**src/decoder_defines.vh**
```
// timing constants and command codes for the tone-gated command decoder
// assumes a 200 MHz system clock; all times counted in sys_clk cycles
`ifndef DECODER_DEFINES_VH
`define DECODER_DEFINES_VH

`define CLK_HZ 200000000
`define ENABLE_ARM_MS 5000
`define MONITOR_MS 4000
`define FSK_GATE_MS 1000
`define FSK_LOSS_MS 500
`define SYNC_MS 100
`define GAP_MS 100
`define CMD_SYNC_MS 1000
`define TLM_TONE_MS 15000
// ms to cycles, plain multiply with no rounding
`define MS_CYC(ms) (((ms) * (`CLK_HZ / 1000)))

`define WORD_BITS 12
`define LOAD_PROG1 12'h003
`define LOAD_PROG2 12'h005
`define OFF_PROG1 12'h006
`define OFF_PROG2 12'h009
`define TLM_ON_CMD 12'h00A
`define SC_ADDR_DEF 12'h011

`endif

```
**src/word_buffer.v**
```verilog
// two-entry buffer for decoded command words
// assumes one clock, asynchronous active-high reset
`timescale 1ns/1ps
module word_buffer #(
   parameter WIDTH = 12
) (
   input wire sys_clk, // clock
   input wire reset, // async reset
   input wire in_valid, // word offered
   output wire in_ready, // space free
   input wire [WIDTH-1:0] in_data, // word in
   output wire out_valid, // word held
   input wire out_ready, // receiver takes
   output wire [WIDTH-1:0] out_data // word out
);
   reg [WIDTH-1:0] mem_r [0:1];
   reg wp_r;
   reg rp_r;
   reg [1:0] cnt_r;
   wire push = in_valid && (cnt_r != 2'h2);
   wire pop = out_ready && (cnt_r != 2'h0);
   assign in_ready = (cnt_r != 2'h2);
   assign out_valid = (cnt_r != 2'h0);
   assign out_data = mem_r[rp_r];
   always @(posedge sys_clk or posedge reset) begin
      if (reset) begin
         wp_r <= 1'b0;
         rp_r <= 1'b0;
         cnt_r <= 2'h0;
         mem_r[0] <= {WIDTH{1'b0}};
         mem_r[1] <= {WIDTH{1'b0}};
      end else begin
         if (push) begin
            mem_r[wp_r] <= in_data;
            wp_r <= ~wp_r;
         end
         if (pop)
            rp_r <= ~rp_r;
         if (push && !pop)
            cnt_r <= cnt_r + 2'h1;
         else if (pop && !push)
            cnt_r <= cnt_r - 2'h1;
      end
   end
endmodule // word_buffer

```
**src/command_decoder.v**
```verilog
// one channel of the tone-gated ground command decoder
// assumes tone and bit inputs already synchronous to sys_clk; a second
// identical instance gives the redundant channel
//
// Function
// - arm after enable tone five seconds
// - monitor window starts at enable drop
// - one second fsk powers digital section
// - after sync shift bits, compare address
// - address in window latches power on
// - one second sync, twelve bits, two ones
// - programmer load/off routed to programmers
// - other commands go to distribution unit
// - after load, bits go to programmers
// - echo bits to verification telemetry
// - telemetry on by 15s tone or command
// - two independent channels, idle unpowered
// - half second fsk loss powers off once latched
// - long one level is sync, clears register
// - 100 ms bit gap clears register
`timescale 1ns/1ps
`include "decoder_defines.vh"
module command_decoder #(
   parameter [11:0] SC_ADDR = `SC_ADDR_DEF, // arbitrary address value
   parameter [31:0] ARM_CYC = `MS_CYC(`ENABLE_ARM_MS),
   parameter [31:0] MON_CYC = `MS_CYC(`MONITOR_MS),
   parameter [31:0] FSK_CYC = `MS_CYC(`FSK_GATE_MS),
   parameter [31:0] LOSS_CYC = `MS_CYC(`FSK_LOSS_MS),
   parameter [31:0] SYNC_CYC = `MS_CYC(`SYNC_MS),
   parameter [31:0] GAP_CYC = `MS_CYC(`GAP_MS),
   parameter [31:0] CSYNC_CYC = `MS_CYC(`CMD_SYNC_MS),
   parameter [31:0] TLM_CYC = `MS_CYC(`TLM_TONE_MS)
) (
   input wire sys_clk, // timebase clock
   input wire reset, // async reset, high
   input wire enable_tone, // enable tone present
   input wire fsk_tone, // fsk tone present
   input wire bit_one, // demodulated one level
   input wire bit_zero, // demodulated zero level
   input wire cdu_ready, // distribution unit takes word
   output reg digital_power_r, // digital section power
   output reg cdu_power_r, // distribution unit power
   output reg cdu_valid_r, // word valid to distribution unit
   output reg [11:0] cdu_lines_r, // twelve decode lines
   output reg prog1_load_r, // pulse: load programmer 1
   output reg prog2_load_r, // pulse: load programmer 2
   output reg prog1_off_r, // pulse: programmer 1 off
   output reg prog2_off_r, // pulse: programmer 2 off
   output reg prog_data_valid_r, // pulse: loading data bit
   output reg prog_data_r, // loading data value
   output reg verify_tlm_r, // verification telemetry echo
   output reg telemetry_on_r // telemetry enable
);
   localparam ST_IDLE = 3'h0;
   localparam ST_ARMED = 3'h1;
   localparam ST_MONITOR = 3'h2;
   localparam ST_ADDR = 3'h3;
   localparam ST_CMD = 3'h4;
   localparam ST_DATA = 3'h5;

   function [3:0] ones12;
      input [11:0] w;
      integer i;
      begin
         ones12 = 4'h0;
         for (i = 0; i < 12; i = i + 1)
            ones12 = ones12 + {3'h0, w[i]};
      end
   endfunction

   reg [2:0] state_r;
   reg [31:0] en_cnt_r;
   reg [31:0] mon_cnt_r;
   reg [31:0] fsk_cnt_r;
   reg [31:0] loss_cnt_r;
   reg [31:0] one_cnt_r;
   reg [31:0] gap_cnt_r;
   reg [11:0] shift_r;
   reg [3:0] nbits_r;
   reg synced_r;
   reg long_sync_r;
   reg latched_r;
   reg echo_on_r;
   reg one_d_r;
   reg zero_d_r;
   wire one_rise = bit_one && !one_d_r;
   wire zero_rise = bit_zero && !zero_d_r;
   wire bit_evt = one_rise || zero_rise;
   // a bit is sampled at its leading edge; a long one later turns it to sync
   wire is_sync = bit_one && (one_cnt_r == SYNC_CYC);
   wire gap_hit = (gap_cnt_r == GAP_CYC);
   wire [11:0] shifted = {shift_r[10:0], one_rise};
   // telemetry-on is taken at decode, so a full buffer cannot lose it
   wire tlm_cmd_hit = (state_r == ST_CMD) && (nbits_r == 4'hC) && long_sync_r
         && (shift_r == `TLM_ON_CMD);

   wire buf_in_ready;
   wire buf_out_valid;
   wire [11:0] buf_out_data;
   reg buf_push_r;
   reg [11:0] buf_word_r;

   word_buffer #(.WIDTH(12)) u_buf (
      .sys_clk(sys_clk),
      .reset(reset),
      .in_valid(buf_push_r),
      .in_ready(buf_in_ready),
      .in_data(buf_word_r),
      .out_valid(buf_out_valid),
      .out_ready(cdu_ready && cdu_valid_r),
      .out_data(buf_out_data)
   );

   ////////////////////////////////////////////////////////////////////////
   // tone timers and bit timing, all on the one timebase
   always @(posedge sys_clk or posedge reset) begin
      if (reset) begin
         en_cnt_r <= 32'h0;
         one_cnt_r <= 32'h0;
         gap_cnt_r <= 32'h0;
         loss_cnt_r <= 32'h0;
         one_d_r <= 1'b0;
         zero_d_r <= 1'b0;
         telemetry_on_r <= 1'b0;
      end else begin
         one_d_r <= bit_one;
         zero_d_r <= bit_zero;
         if (!enable_tone)
            en_cnt_r <= 32'h0;
         else if (en_cnt_r != TLM_CYC)
            en_cnt_r <= en_cnt_r + 32'h1;
         if (enable_tone && en_cnt_r == TLM_CYC - 32'h1)
            telemetry_on_r <= 1'b1;
         else if (tlm_cmd_hit)
            telemetry_on_r <= 1'b1;
         if (!bit_one)
            one_cnt_r <= 32'h0;
         else if (one_cnt_r != SYNC_CYC)
            one_cnt_r <= one_cnt_r + 32'h1;
         if (bit_one || bit_zero || !digital_power_r)
            gap_cnt_r <= 32'h0;
         else if (!gap_hit)
            gap_cnt_r <= gap_cnt_r + 32'h1;
         if (fsk_tone || !latched_r)
            loss_cnt_r <= 32'h0;
         else if (loss_cnt_r != LOSS_CYC)
            loss_cnt_r <= loss_cnt_r + 32'h1;
      end
   end

   ////////////////////////////////////////////////////////////////////////
   // entry sequence, address and command word sequencing
   always @(posedge sys_clk or posedge reset) begin
      if (reset) begin
         state_r <= ST_IDLE;
         mon_cnt_r <= 32'h0;
         fsk_cnt_r <= 32'h0;
         shift_r <= 12'h000;
         nbits_r <= 4'h0;
         synced_r <= 1'b0;
         long_sync_r <= 1'b0;
         latched_r <= 1'b0;
         echo_on_r <= 1'b0;
         digital_power_r <= 1'b0;
         cdu_power_r <= 1'b0;
         buf_push_r <= 1'b0;
         buf_word_r <= 12'h000;
         prog1_load_r <= 1'b0;
         prog2_load_r <= 1'b0;
         prog1_off_r <= 1'b0;
         prog2_off_r <= 1'b0;
         prog_data_valid_r <= 1'b0;
         prog_data_r <= 1'b0;
         verify_tlm_r <= 1'b0;
      end else begin
         buf_push_r <= 1'b0;
         prog1_load_r <= 1'b0;
         prog2_load_r <= 1'b0;
         prog1_off_r <= 1'b0;
         prog2_off_r <= 1'b0;
         prog_data_valid_r <= 1'b0;
         if (echo_on_r)
            verify_tlm_r <= bit_one;
         else
            verify_tlm_r <= 1'b0;
         // powered sequencing: sync and gap handling
         if (digital_power_r) begin
            if (is_sync) begin
               shift_r <= 12'h000;
               nbits_r <= 4'h0;
               synced_r <= 1'b1;
               echo_on_r <= 1'b1;
            end else if (gap_hit) begin
               shift_r <= 12'h000;
               nbits_r <= 4'h0;
            end else if (bit_evt && synced_r && nbits_r != 4'hC) begin
               shift_r <= shifted;
               nbits_r <= nbits_r + 4'h1;
            end
            // command sync must be a long one level of a full second
            if (bit_one && one_cnt_r == SYNC_CYC)
               long_sync_r <= long_sync_r;
         end
         case (state_r)
            ST_IDLE: begin
               if (en_cnt_r >= ARM_CYC)
                  state_r <= ST_ARMED;
            end
            ST_ARMED: begin
               if (!enable_tone) begin
                  state_r <= ST_MONITOR;
                  mon_cnt_r <= 32'h0;
                  fsk_cnt_r <= 32'h0;
               end
            end
            ST_MONITOR, ST_ADDR: begin
               mon_cnt_r <= mon_cnt_r + 32'h1;
               if (fsk_tone && fsk_cnt_r != FSK_CYC)
                  fsk_cnt_r <= fsk_cnt_r + 32'h1;
               else if (!fsk_tone && state_r == ST_MONITOR)
                  fsk_cnt_r <= 32'h0;
               if (state_r == ST_MONITOR && fsk_cnt_r == FSK_CYC) begin
                  digital_power_r <= 1'b1;
                  cdu_power_r <= 1'b1;
                  state_r <= ST_ADDR;
               end
               if (state_r == ST_ADDR && nbits_r == 4'hC
                     && shift_r == SC_ADDR) begin
                  latched_r <= 1'b1;
                  state_r <= ST_CMD;
                  synced_r <= 1'b0;
                  long_sync_r <= 1'b0;
                  nbits_r <= 4'h0;
                  // the fsk gate count would else pass as a command sync
                  fsk_cnt_r <= 32'h0;
               end else if (mon_cnt_r == MON_CYC - 32'h1) begin
                  state_r <= ST_IDLE;
                  digital_power_r <= 1'b0;
                  cdu_power_r <= 1'b0;
                  synced_r <= 1'b0;
                  echo_on_r <= 1'b0;
               end
            end
            ST_CMD: begin
               if (bit_one && one_cnt_r >= SYNC_CYC)
                  fsk_cnt_r <= fsk_cnt_r + 32'h1;
               else if (!bit_one)
                  fsk_cnt_r <= 32'h0;
               if (fsk_cnt_r + SYNC_CYC >= CSYNC_CYC)
                  long_sync_r <= 1'b1;
               if (nbits_r == 4'hC && long_sync_r) begin
                  nbits_r <= 4'h0;
                  long_sync_r <= 1'b0;
                  synced_r <= 1'b0;
                  if (ones12(shift_r) == 4'h2) begin
                     case (shift_r)
                        `LOAD_PROG1: begin
                           prog1_load_r <= 1'b1;
                           state_r <= ST_DATA;
                        end
                        `LOAD_PROG2: begin
                           prog2_load_r <= 1'b1;
                           state_r <= ST_DATA;
                        end
                        `OFF_PROG1: prog1_off_r <= 1'b1;
                        `OFF_PROG2: prog2_off_r <= 1'b1;
                        default: begin
                           buf_push_r <= buf_in_ready;
                           buf_word_r <= shift_r;
                        end
                     endcase
                  end
               end else if (nbits_r == 4'hC)
                  nbits_r <= 4'h0;
            end
            ST_DATA: begin
               if (bit_evt) begin
                  prog_data_valid_r <= 1'b1;
                  prog_data_r <= one_rise;
               end
            end
            default: state_r <= ST_IDLE;
         endcase
         // loss of fsk tone while latched drops power
         if (latched_r && loss_cnt_r == LOSS_CYC) begin
            state_r <= ST_IDLE;
            latched_r <= 1'b0;
            digital_power_r <= 1'b0;
            cdu_power_r <= 1'b0;
            synced_r <= 1'b0;
            echo_on_r <= 1'b0;
         end
      end
   end

   ////////////////////////////////////////////////////////////////////////
   // distribution unit port fed from the buffer
   always @(posedge sys_clk or posedge reset) begin
      if (reset) begin
         cdu_valid_r <= 1'b0;
         cdu_lines_r <= 12'h000;
      end else if (!cdu_valid_r || cdu_ready) begin
         cdu_valid_r <= buf_out_valid && !(cdu_valid_r && cdu_ready);
         cdu_lines_r <= buf_out_data;
      end
   end
endmodule // command_decoder

```
**config.mk**
```make
export PLATFORM = sky130hd
export DESIGN_NAME = command_decoder
export DESIGN_NICKNAME = d
export VERILOG_FILES = /design/src/word_buffer.v /design/src/command_decoder.v
export VERILOG_INCLUDE_DIRS = /design/src
export SDC_FILE = /design/constraint.sdc
export NUM_CORES = 1
export LEC_CHECK = 0
export ABC_AREA = 0
export ABC_CLOCK_PERIOD_IN_PS = 11100
export BUFFER_PORTS_ARGS = -buffer_cell sky130_fd_sc_hd__buf_2
export CAP_MARGIN = 0
export CELL_PAD_IN_SITES_DETAIL_PLACEMENT = 1
export CELL_PAD_IN_SITES_GLOBAL_PLACEMENT = 1
export CORE_MARGIN = 2
export CORE_UTILIZATION = 50
export CTS_CLUSTER_SIZE = 8
export DETAILED_ROUTE_END_ITERATION = 6
export GPL_TIMING_DRIVEN = 0
export PLACE_DENSITY = 0.76
export SETUP_SLACK_MARGIN = 0.15
export SLEW_MARGIN = 20
export SYNTH_ARGS = -nofsm -noshare
export SYNTH_HDL_FRONTEND = slang
export SYNTH_SLANG_ARGS = --single-unit
```
**constraint.sdc**
```tcl
create_clock -name sys_clk -period 11.1 [get_ports sys_clk]
set_input_delay 0.555 -clock sys_clk [delete_from_list [all_inputs] [get_ports sys_clk]]
set_output_delay 0.555 -clock sys_clk [all_outputs]
set_load 0.01 [all_outputs]
```
==> flow_summary.ini <==
[critical_path]
reg2reg_slack_ns = 6.28
worst-path-buf-inv = 3
reg2reg_depth = 14
rr_endpoint = buf_word_r[0]
critical_path_arrival_ns = 5.21
r2r_start = shift_r[3]
startpoint_type = register
crit_required_ns = 11.50
crit_fanout = 10
slowest_stage = dfrtp_1
path_common_cell = fa_1
crit_family = adder cells
path_class = reg -> reg
critical_path.cell_chain = fa_1 > fa_1 > inv_1 > fa_1 > fa_1 > inv_1 > ha_1 > fa_1 > and3_1 > o211a_1 > nand3_1 > clkbuf_1 > nand2_1 > o21ai_0
slowest_delay_ns = 0.54
crit_path_end_kind = register

[final_layout]
utilization_pct = 57.1
n_antenna_cell = 0
drive_gt1_share_pct = 9.61
fin_nets = 1617
stdcell_count = 1966
syn_to_final_growth_pct = 12.6

[route]
dr_total_vias = 11400
first_pass_iters = 5
vias_per_cell = 5.81
route.detailed.drc = 0
wl_per_cell_um = 18.5
routed_wl_mm = 36.4
detailedRoute.firstIterationViolations = 444
antenna_left = 0

[hold_path]
hold_path_class = in -> async

[floorplan]
start_util_pct = 50.8
num_rows = 62
die_area_mm2 = 0.0305
core_mm2 = 0.0287
io_pins = 30
die_w_um = 175
die_y_um = 175

[clock_tree]
clkLatencyLatePin_ns = 0.52
tritoncts = built
htreeDepth = 2
clk_pin_slew_ns = 0.05
clkSinkCount = 281
cts_resized = 0
cts_root_buf = clkbuf_16
cts-buffers-inserted = 41
cts_hold_buf = 0
ctsLongestPathBuffers = 3
post-cts-setup-buffers = 0

[synthesis]
ys_ff_latch = 281
synth.distinct_cells = 74
netlist_area_mm2 = 0.0146
synth_edf_count = 0
ys.flop_type = dfrtp_1
synth_warnings = 0
netlist_instances = 1504
postSynthNetCount = 1542
synth-async-reset-ratio_pct = 100
yosysSeqAreaShare_pct = 48.3
avgSynthCellArea_um2 = 9.69

[timing]
fin_crit_sh_pct = 43.4
fmax_mhz = 208
skew_ns = 0.0166
setup_viol = 0
fin_crit_ns = 4.82
max-slew-margin-rel_pct = 32.8
grt_setup_unrepaired = false
drv_slew = 0
whs_ns = 0.0391
worst_pin_slew_ns = 1.00
finalHoldViolCount = 0

[power]
ir_drop_uv = 98.8
power.density_mw_per_mm2 = 133
p_leak_nw = 7.17

[outcome]
outcome = finished clean

[placed_design]
dp_hpwl_mm = 25.3
dp_cells = 1920
gp_congestion = 0.851
io_buffers = 29

[flow_run]
max_cap_viol_count = 0

[global_route]
grt_pass1_vias = 12400
grt_usage_pct = 24.6
grt_pass1_wl_mm = 62.3
grt_max_degree = 85
grt-ovfl-total = 0
antenna_found_initial = 0
area by class of cell:
cell class / count / area, µm²
Sequential cell: 281 / 7030
Timing Repair Buffer: 32 / 228
Fill cell: 3261 / 12300
Clock inverter: 2 / 16.3
Inverter: 55 / 214
Multi-Input combinational cell: 1114 / 7050
Tap cell: 384 / 480
Clock buffer: 44 / 1090
Buffer: 54 / 295
layer usage:
layer	up-vias	part of all wire (%)	GRT usage [%]
met2	138	49	42.6
met4	0	2.4	7.85
met5	-	0	0
li1	5423	-	-
met1	5784	46	32.4
met3	74	2.5	2.92
logic make-up after synthesis:
group	Yosys count	share of synthesized area [%]
xor gates and xnor gates	121	7.27
adders and majority gates	31	3.02
and+or+nand+nor	658	23.0
DFF	281	48.3
muxes	65	4.74
buffers and inverters	109	3.44
AOI/OAI and AO/OA	239	10.2
layout by cell type, fill, tap and decap left out, drive strengths merged, types with 34 or more instances in the layout:
cell | synthesis | layout
dfrtp | 281 | 281
nor2 | 168 | 168
nand2 | 133 | 133
o21ai | 106 | 106
nand3 | 100 | 100
clkbuf | 39 | 83
xor2 | 68 | 68
inv | 54 | 55
xnor2 | 53 | 53
buf | 15 | 47
a21oi | 41 | 41
nand4 | 35 | 35
and3 | 34 | 34
sequential cells by signal, indices dropped and copies added (netlist names), 2 cells and up:
signal,flops
shift_r,12
state_r,3
loss_cnt_r,32
mon_cnt_r,32
nbits_r,4
en_cnt_r,32
u_buf.cnt_r,2
gap_cnt_r,32
one_cnt_r,32
u_buf.mem_r,24
buf_word_r,12
fsk_cnt_r,32
cdu_lines_r,12
power by group:
part	total, mW	leakage [nW]	switching, mW	internal, mW
clock	1.11	0.542	0.430	0.683
combinational	0.0441	2.88	0.0336	0.0105
sequential	1.03	3.75	0.00321	1.03
synth_stat cells (all sizes together), types with 6 or more instances:
| cell | number | area share (%) |
|---|---|---|
| nand2b | 10 | 0.43 |
| mux2i | 33 | 2.3 |
| a31oi | 8 | 0.34 |
| a22o | 12 | 0.72 |
| ha | 24 | 2.1 |
| or4b | 7 | 0.51 |
| nand2 | 133 | 3.4 |
| nor3 | 32 | 1.1 |
| and4 | 14 | 0.84 |
| nand3 | 100 | 3.5 |
| nor4b | 8 | 0.48 |
| and3 | 34 | 1.5 |
| xnor2 | 53 | 3.2 |
| clkbuf | 39 | 1.2 |
| or2 | 6 | 0.26 |
| nor2 | 168 | 4.4 |
| buf | 15 | 0.82 |
| o41ai | 9 | 0.54 |
| a21oi | 41 | 1.4 |
| o31ai | 18 | 0.93 |
| mux2 | 32 | 2.5 |
| o21ai | 106 | 3.7 |
| inv | 54 | 1.4 |
| nor4 | 21 | 0.90 |
| o211ai | 7 | 0.36 |
| xor2 | 68 | 4.1 |
| dfrtp | 281 | 48 |
| nand4 | 35 | 1.5 |
| fa | 7 | 0.96 |
| nor2b | 16 | 0.69 |
| or3 | 23 | 0.99 |
| and2 | 33 | 1.4 |
how the worst max path moves through the flow:
stage | startpoint | endpoint | slack [ns] | depth (start not counted)
after floorplan | reset | buf_push_r | 2.79 | 1
after global routing | shift_r[3] | buf_word_r[0] | 6.03 | 14
final | shift_r[3] | buf_word_r[0] | 6.28 | 14
after CTS | shift_r[3] | buf_word_r[0] | 6.28 | 14
after detailed placement | shift_r[3] | buf_word_r[0] | 6.36 | 14
after global placement | reset | gap_cnt_r[15] | -0.56 | 2
through the flow:
stage | setup slack [ns] | instance area, µm² | power, mW | TNS [ns]
2_1_floorplan | 2.79 | 14600 | 1.08 | 0
3_3_place_gp | -0.560 | 15200 | 1.09 | -152.36
3_5_place_dp | 6.36 | 15300 | 1.10 | 0
4_1_cts | 6.28 | 16400 | 2.22 | 0
5_1_grt | 6.03 | 16400 | 2.26 | 0
6_report | 6.28 | 16400 | 2.19 | 0
Note: power is estimated with default switching activity, not from simulation.
